===== config.mk =====
export PLATFORM = sky130hd
export DESIGN_NAME = i2mc_ctrl
export DESIGN_NICKNAME = d
export VERILOG_FILES = /design/src/design/i2mc_ctrl.v
export VERILOG_INCLUDE_DIRS = /design/src /design/src/design
export SDC_FILE = /design/constraint.sdc
export NUM_CORES = 1
export LEC_CHECK = 0
export BUFFER_PORTS_ARGS = -buffer_cell sky130_fd_sc_hd__buf_2
export CAP_MARGIN = 15
export CORE_UTILIZATION = 35
export CTS_CLUSTER_DIAMETER = 200
export DETAILED_ROUTE_END_ITERATION = 10
export PLACE_DENSITY_LB_ADDON = 0.2
export SETUP_SLACK_MARGIN = 0.4
export SLEW_MARGIN = 20
export SYNTH_ARGS = -nofsm -noshare
export SYNTH_HDL_FRONTEND = slang
export SYNTH_SLANG_ARGS = --single-unit

===== constraint.sdc =====
create_clock -name mclk_i -period 1.8 [get_ports mclk_i]
set_clock_uncertainty 0.1 [all_clocks]
set_input_delay 0.09 -clock mclk_i [delete_from_list [all_inputs] [get_ports mclk_i]]
set_output_delay 0.09 -clock mclk_i [all_outputs]
set_load 0.1 [all_outputs]

===== src/design/i2mc_defs.vh =====
// Constants for the I2C master control bits block
`ifndef I2MC_DEFS_VH
`define I2MC_DEFS_VH
`define I2MC_ADDR_W        12
`define I2MC_CTL_ADDR      12'hF52
`define I2MC_INT_STAT_ADDR 12'hF60
`define I2MC_INT_MASK_ADDR 12'hF61
`define I2MC_BAUD_ADDR     12'hF62
`define I2MC_CTL_RESET     8'h00
`define I2MC_BAUD_RESET    8'h10
`define I2MC_BIT_EN        7
`define I2MC_BIT_START     6
`define I2MC_BIT_STOP      5
`define I2MC_BIT_BAUD_TIMER_IRQ_SELECT      4
`define I2MC_EV_TIMER      0
`define I2MC_EV_ARBLOST    1
`define I2MC_EV_STOPDONE   2
`define I2MC_EV_STARTDONE  3
`define I2MC_EV_W          4
`endif


===== src/design/i2mc_ctrl.v =====
// I2C control register upper bits: enable, start, stop, baud timer
// Operation
// The controller runs only while the enable bit is set.
// Start request makes a start condition, then self-clears; disable clears it.
// Writing 0 to a set start request leaves it set.
// A start is issued only when the data or shift register holds a byte.
// Start requested mid-byte gives a repeated start after byte and acknowledge.
// With stop and start both pending, the stop goes first, then the start.
// Start during an addressed slave transaction clears it and flags arbitration lost.
// Stop request makes a stop after the current byte sent or byte received.
// Stop request self-clears once the stop is sent; disable clears it too.
// Writing 0 to a set stop request does not clear it.
// Stop during a slave transaction is cleared with no stop condition.
// The baud timer interrupt select is ignored while enabled.
// Disabled with timer select set, the baud generator runs as a timer.
// Request bits are set by a 1 only while enabled, never cleared by a 0.
// The timer interrupt is a one-cycle pulse at each reload.
//
// Local design decision: strobed register access.
`timescale 1ns/1ps
`include "i2mc_defs.vh"
module i2mc_ctrl (
	input  wire                    mclk_i,
	input  wire                    arst_n_i,
	input  wire [`I2MC_ADDR_W-1:0] addr_i,
	input  wire [7:0]              wdata_i,
	input  wire                    wr_i,
	input  wire                    rd_i,
	output reg  [7:0]              rdata_o,
	input  wire                    data_loaded_i,
	input  wire                    byte_busy_i,
	input  wire                    byte_done_i,
	input  wire                    slave_active_i,
	input  wire                    cond_done_i,
	output reg                     ctrl_enable_o,
	output reg                     send_start_o,
	output reg                     send_stop_o,
	output reg                     arb_lost_o,
	output reg                     timer_pulse_o,
	output reg                     irq_o
);
	localparam ST_IDLE  = 4'b0001;
	localparam ST_START = 4'b0010;
	localparam ST_STOP  = 4'b0100;
	localparam ST_WAIT  = 4'b1000;

	reg                    rst_s1_reg;
	reg                    rst_s2_reg;
	reg                    en_reg;
	reg                    en_next;
	reg                    baud_timer_irq_select_reg;
	reg                    baud_timer_irq_select_next;
	reg  [3:0]             low_reg;
	reg  [3:0]             low_next;
	reg  [7:0]             cnt_next;
	reg  [7:0]             rdata_next;
	wire                   start_reg;
	wire                   stop_reg;
	wire                   start_clr;
	wire                   stop_clr;
	wire                   stat_wr;
	reg  [3:0]             state_reg;
	reg  [3:0]             state_next;
	reg  [7:0]             baud_reg;
	reg  [7:0]             cnt_reg;
	wire [`I2MC_EV_W-1:0]  stat_reg;
	reg  [`I2MC_EV_W-1:0]  mask_reg;
	reg                    after_byte_reg;
	wire                   rst_n;
	wire                   ctl_wr;
	wire                   timer_run;
	wire                   timer_hit;
	wire                   go_start;
	wire                   go_stop;
	wire                   start_kill;
	wire                   stop_kill;
	wire                   start_done;
	wire                   stop_done;
	wire [`I2MC_EV_W-1:0]  ev;

	assign rst_n = rst_s2_reg;

	always @(posedge mclk_i or negedge arst_n_i) begin
		if (!arst_n_i) begin
			rst_s1_reg <= 1'b0;
			rst_s2_reg <= 1'b0;
		end else begin
			rst_s1_reg <= 1'b1;
			rst_s2_reg <= rst_s1_reg;
		end
	end

	assign ctl_wr = wr_i && (addr_i == `I2MC_CTL_ADDR);
	// Byte boundary: no byte shifting, or byte and acknowledge just done
	assign go_stop = en_reg && stop_reg && !slave_active_i &&
		(after_byte_reg || byte_done_i);
	assign go_start = en_reg && start_reg && !stop_reg && !slave_active_i &&
		data_loaded_i && (!byte_busy_i || byte_done_i);
	assign start_kill = en_reg && start_reg && slave_active_i;
	assign stop_kill = en_reg && stop_reg && slave_active_i;
	assign start_done = (state_reg == ST_START) && cond_done_i;
	assign stop_done = (state_reg == ST_STOP) && cond_done_i;
	assign timer_run = !en_reg && baud_timer_irq_select_reg;
	assign timer_hit = timer_run && (cnt_reg == 8'h01);

	always @* begin
		state_next = state_reg;
		case (state_reg)
			ST_IDLE: begin
				if (go_stop)
					state_next = ST_STOP;
				else if (go_start)
					state_next = ST_START;
			end
			ST_START: begin
				if (cond_done_i)
					state_next = ST_WAIT;
			end
			ST_STOP: begin
				if (cond_done_i)
					state_next = ST_WAIT;
			end
			ST_WAIT: state_next = ST_IDLE;
			default: state_next = ST_IDLE;
		endcase
		if (!en_reg)
			state_next = ST_IDLE;
	end

	always @(posedge mclk_i or negedge rst_n) begin
		if (!rst_n) begin
			en_reg         <= 1'b0;
			baud_timer_irq_select_reg       <= 1'b0;
			low_reg        <= 4'h0;
			state_reg      <= ST_IDLE;
			after_byte_reg <= 1'b1;
		end else begin
			state_reg <= state_next;
			if (byte_busy_i && !byte_done_i)
				after_byte_reg <= 1'b0;
			else
				after_byte_reg <= 1'b1;
			en_reg   <= en_next;
			baud_timer_irq_select_reg <= baud_timer_irq_select_next;
			low_reg  <= low_next;
		end
	end

	// Control field write
	always @* begin
		en_next   = en_reg;
		baud_timer_irq_select_next = baud_timer_irq_select_reg;
		low_next  = low_reg;
		if (ctl_wr) begin
			en_next   = wdata_i[`I2MC_BIT_EN];
			baud_timer_irq_select_next = wdata_i[`I2MC_BIT_BAUD_TIMER_IRQ_SELECT];
			low_next  = wdata_i[3:0];
		end
	end

	assign start_clr = start_done || start_kill;
	assign stop_clr  = stop_done || stop_kill;

	// Start request: set-only, cleared by hardware or disable
	i2mc_req_bit u_start_req (
		.mclk_i   (mclk_i),
		.rst_n_i  (rst_n),
		.en_i     (en_reg),
		.wr_i     (ctl_wr),
		.wr_en_i  (wdata_i[`I2MC_BIT_EN]),
		.wr_bit_i (wdata_i[`I2MC_BIT_START]),
		.hw_clr_i (start_clr),
		.req_o    (start_reg)
	);

	// Stop request: set-only, cleared by hardware or disable
	i2mc_req_bit u_stop_req (
		.mclk_i   (mclk_i),
		.rst_n_i  (rst_n),
		.en_i     (en_reg),
		.wr_i     (ctl_wr),
		.wr_en_i  (wdata_i[`I2MC_BIT_EN]),
		.wr_bit_i (wdata_i[`I2MC_BIT_STOP]),
		.hw_clr_i (stop_clr),
		.req_o    (stop_reg)
	);

	always @(posedge mclk_i or negedge rst_n) begin
		if (!rst_n) begin
			cnt_reg       <= `I2MC_BAUD_RESET;
			baud_reg      <= `I2MC_BAUD_RESET;
			timer_pulse_o <= 1'b0;
		end else begin
			if (wr_i && addr_i == `I2MC_BAUD_ADDR)
				baud_reg <= wdata_i;
			timer_pulse_o <= timer_hit;
			cnt_reg       <= cnt_next;
		end
	end

	// Baud timer reload and count down
	always @* begin
		cnt_next = cnt_reg - 8'h01;
		if (!timer_run)
			cnt_next = baud_reg;
		else if (timer_hit || cnt_reg == 8'h00)
			cnt_next = baud_reg;
	end

	assign ev = {start_done, stop_done, start_kill, timer_hit};
	assign stat_wr = wr_i && (addr_i == `I2MC_INT_STAT_ADDR);

	always @(posedge mclk_i or negedge rst_n) begin
		if (!rst_n)
			mask_reg <= {`I2MC_EV_W{1'b0}};
		else if (wr_i && addr_i == `I2MC_INT_MASK_ADDR)
			mask_reg <= wdata_i[`I2MC_EV_W-1:0];
	end

	// Sticky status bits, write one to clear, set wins
	genvar gi;
	generate
		for (gi = 0; gi < `I2MC_EV_W; gi = gi + 1) begin : g_stat
			i2mc_sticky_bit u_bit (
				.mclk_i  (mclk_i),
				.rst_n_i (rst_n),
				.clr_i   (stat_wr && wdata_i[gi]),
				.set_i   (ev[gi]),
				.stat_o  (stat_reg[gi])
			);
		end
	endgenerate

	// Register read select
	always @* begin
		rdata_next = 8'h00;
		if (rd_i) begin
			case (addr_i)
				`I2MC_CTL_ADDR:
					rdata_next = {en_reg, start_reg, stop_reg,
						baud_timer_irq_select_reg, low_reg};
				`I2MC_INT_STAT_ADDR:
					rdata_next = {4'h0, stat_reg};
				`I2MC_INT_MASK_ADDR:
					rdata_next = {4'h0, mask_reg};
				`I2MC_BAUD_ADDR:
					rdata_next = baud_reg;
				default:
					rdata_next = 8'h00;
			endcase
		end
	end

	always @(posedge mclk_i or negedge rst_n) begin
		if (!rst_n) begin
			rdata_o       <= 8'h00;
			ctrl_enable_o <= 1'b0;
			send_start_o  <= 1'b0;
			send_stop_o   <= 1'b0;
			arb_lost_o    <= 1'b0;
			irq_o         <= 1'b0;
		end else begin
			ctrl_enable_o <= en_reg;
			send_start_o  <= (state_next == ST_START);
			send_stop_o   <= (state_next == ST_STOP);
			arb_lost_o    <= start_kill;
			irq_o <= |((stat_reg | ev) & mask_reg);
			rdata_o       <= rdata_next;
		end
	end
endmodule // i2mc_ctrl

// Set-only request bit; a written 0 never clears it
module i2mc_req_bit (
	input  wire mclk_i,
	input  wire rst_n_i,
	input  wire en_i,
	input  wire wr_i,
	input  wire wr_en_i,
	input  wire wr_bit_i,
	input  wire hw_clr_i,
	output reg  req_o
);
	always @(posedge mclk_i or negedge rst_n_i) begin
		if (!rst_n_i)
			req_o <= 1'b0;
		else if (!en_i || (wr_i && !wr_en_i))
			req_o <= 1'b0;
		else if (wr_i && wr_bit_i)
			req_o <= 1'b1;
		else if (hw_clr_i)
			req_o <= 1'b0;
	end
endmodule // i2mc_req_bit

// Sticky event bit; an event in the clear cycle keeps it set
module i2mc_sticky_bit (
	input  wire mclk_i,
	input  wire rst_n_i,
	input  wire clr_i,
	input  wire set_i,
	output reg  stat_o
);
	always @(posedge mclk_i or negedge rst_n_i) begin
		if (!rst_n_i)
			stat_o <= 1'b0;
		else if (set_i)
			stat_o <= 1'b1;
		else if (clr_i)
			stat_o <= 1'b0;
	end
endmodule // i2mc_sticky_bit


==> out/qor.yml <==
end_kind: "flip-flop"
setup_slack_ps: 137.2
io_buffers: 42
critPathRequiredTime_ps: 1900
vias_per_cell: 4.893
crit_chain: "or3_4 > o311a_4 > mux2_2"
cp_num_cells: 3
setup_violations: 0
seq_area_frac_synth_pct: 53.85
first_iter_violations: 113
drive_gt1_share_pct: 42.81
synth_enable_flop_cells: 0
area_delta_synth_final_pct: 38.41
synthesis.nets: 251
crit_fanout: 6
critical_path.startpoint: "cnt_reg[2]"
synth_top_area_cell: "dfrtp_1"
antenna_found_initial: 0
status: "finished, final reports clean"
cp_slowest_cell: "dfrtp_1"
grt_use_met3_pct: 2.695
arrival_ps: 1760
ir_drop_mv: 0.3524
grt_max_degree: 34
critical_path_class: "flip-flop to flip-flop"
timing.rr.start: "cnt_reg[2]"
dieArea_um2: 7404
diodes: 0
fin_area_um2: 3422
cts_max_level: 2
wl_um: 5658
worst_path_largest_cell_delay_ps: 400
hp-class: "input port to flip-flop"
track_usage_pct: 16.54
first_global_vias: 1890
grt_use_met2_pct: 26.91
clock_sinks: 53
ant_nets: 0
yosys_warnings: 0
yosys-top-cells-area: "dfrtp_1, mux2_2, dfstp_2"
final_cell_mix: "dfrtp_1, buf_2, buf_4, nor2_1"
via_count: 1967
gr-max-usage-layer: "met2"
die_w_um: 86.05
post_dp_cell_area_um2: 2942
yosys.area.top_type_share_pct: 49.60
cts_tree: "yes"
path_buf_inv: 0
synth-async-reset-ratio_pct: 100.0
powerDensity_nw_per_um2: 643.2
cpLargestDelayFamily: "flip-flops"
fin_crit_sh_pct: 92.38
clkTransAtPathRegs_ps: 90
layout_min_cycle_time_ps: 1663
synth_cells: 220
num_io_pins: 43
start_util_pct: 36.39
die_h_um: 86.05
design.core.area_um2: 6794
dp_slack_ps: -77.61
fmax_mhz: 601.4
ys.flop_type: "dfrtp_1"
cts_max_path_buffers: 2
numCtsBuffers: 5
maxCapViolCount: 0
min-delay-start: "slave_active_i"
use_met1_pct: 22.48
yosysUniqueCellTypes: 43
start_kind: "flip-flop"
synth_seq_cells: 53
gp_congestion: 0.7712
final_common_cell: "dfrtp_1"
drv_slew: 0
firstDrtPassIters: 4
grt_setup_unrepaired: "true"
clock-root-buffer: "clkbuf_8"
overflow: 0
nets: 336
insertion_delay_ps: 310
syn_area_um2: 2472
grt_pass1_wl_um: 9363
drc: 0
holdPathStages: 2
rows: 30
dpl.hpwl_um: 3943
power.leakage_uw: 0.001701
wl_per_cell_um: 14.07
hold_violations: 0
avgSynthCellArea_um2: 11.24
r2r_cells: 3
==> power by group <==
group	internal, µW	leakage (µW)	switching [µW]
registers	1200	0.000719	11.2
clock network	454	0.0000585	383
logic	78.9	0.000924	77.0
==> worst reg2reg max path, cell delays in order (launching register included) <==
cell	delay, ps
dfrtp_1	400
or3_4	390
o311a_4	400
mux2_2	270
==> repair_timing <==
action | CTS | global route
endpoints found under the setup margin | 36 | 35
pin swaps | 11 | 2
gates resized for setup | 20 | 11
hold buffers | 13 | 0
gates cloned | 2 | 0
setup buffers | 9 | 1
hold endpoints to repair | 25 | 0
==> stage by stage <==
stage | utilization, % | TNS [ps] | total power, µW | hold slack, ps | cells
2_1_floorplan | - | 0 | 1279 | -305.6 | 220
3_3_place_gp | 43.30 | -559.7 | 1352 | -223.7 | 369
3_5_place_dp | 43.30 | -741.2 | 1353 | -222.0 | 369
4_1_cts | 49.52 | 0 | 2222 | 74.08 | 401
5_1_grt | 50.37 | 0 | 2297 | 82.18 | 402
6_report | 50.37 | 0 | 2201 | 75.20 | 402
==> logic make-up after synthesis <==
kind of cell,Yosys count,synth area share (%)
multiplexers,24,11.59
XOR/XNOR,8,2.834
buffers and inverters,18,3.340
AND/OR/NAND/NOR,75,16.30
flip-flops,53,53.85
other,1,0.1517
AO/OA/AOI/OAI,39,10.93
adder cells (fa/ha/maj),2,1.012
==> final timing paths <==
| kind | end | slack, ps |
|---|---|---|
| min reg2reg | g_stat[1].u_bit.stat_o | 110 |
| min in group asynchronous | g_stat[1].u_bit.stat_o | 110 |
| max reg2reg | cnt_reg[0] | 140 |
| min | arb_lost_o | 80 |
| max in group asynchronous | cnt_reg[4] | 900 |
| max | cnt_reg[0] | 140 |
==> Yosys cell counts, types with 4 or more instances <==
cell type,count
dfrtp_1,49
nor2_1,24
clkbuf_1,5
a21o_1,4
nand4_1,6
mux2i_1,5
o21ai_0,5
nand2_1,10
a22oi_1,8
inv_1,10
xor2_1,5
nand2b_1,6
nor3_1,8
dfstp_2,4
mux2_2,13
mux2_4,6
o22a_1,6
a21oi_1,9
==> layer usage <==
metal | up-vias | wire (µm)
met5 | - | 0
met3 | 8 | 146
met4 | 0 | 73
met2 | 27 | 2770
met1 | 978 | 2667
li1 | 954 | -
==> final cells by class <==
cell class                      instances  area [µm²]
Clock buffer                            7       86.33
Fill cell                             628        3372
Sequential cell                        53        1334
Multi-Input combinational cell        151        1224
Tap cell                               96       120.1
Clock inverter                          1       30.03
Inverter                               10       37.54
Timing Repair Buffer                   84       590.6
No activity file was read; power rests on OpenSTA's default activity.
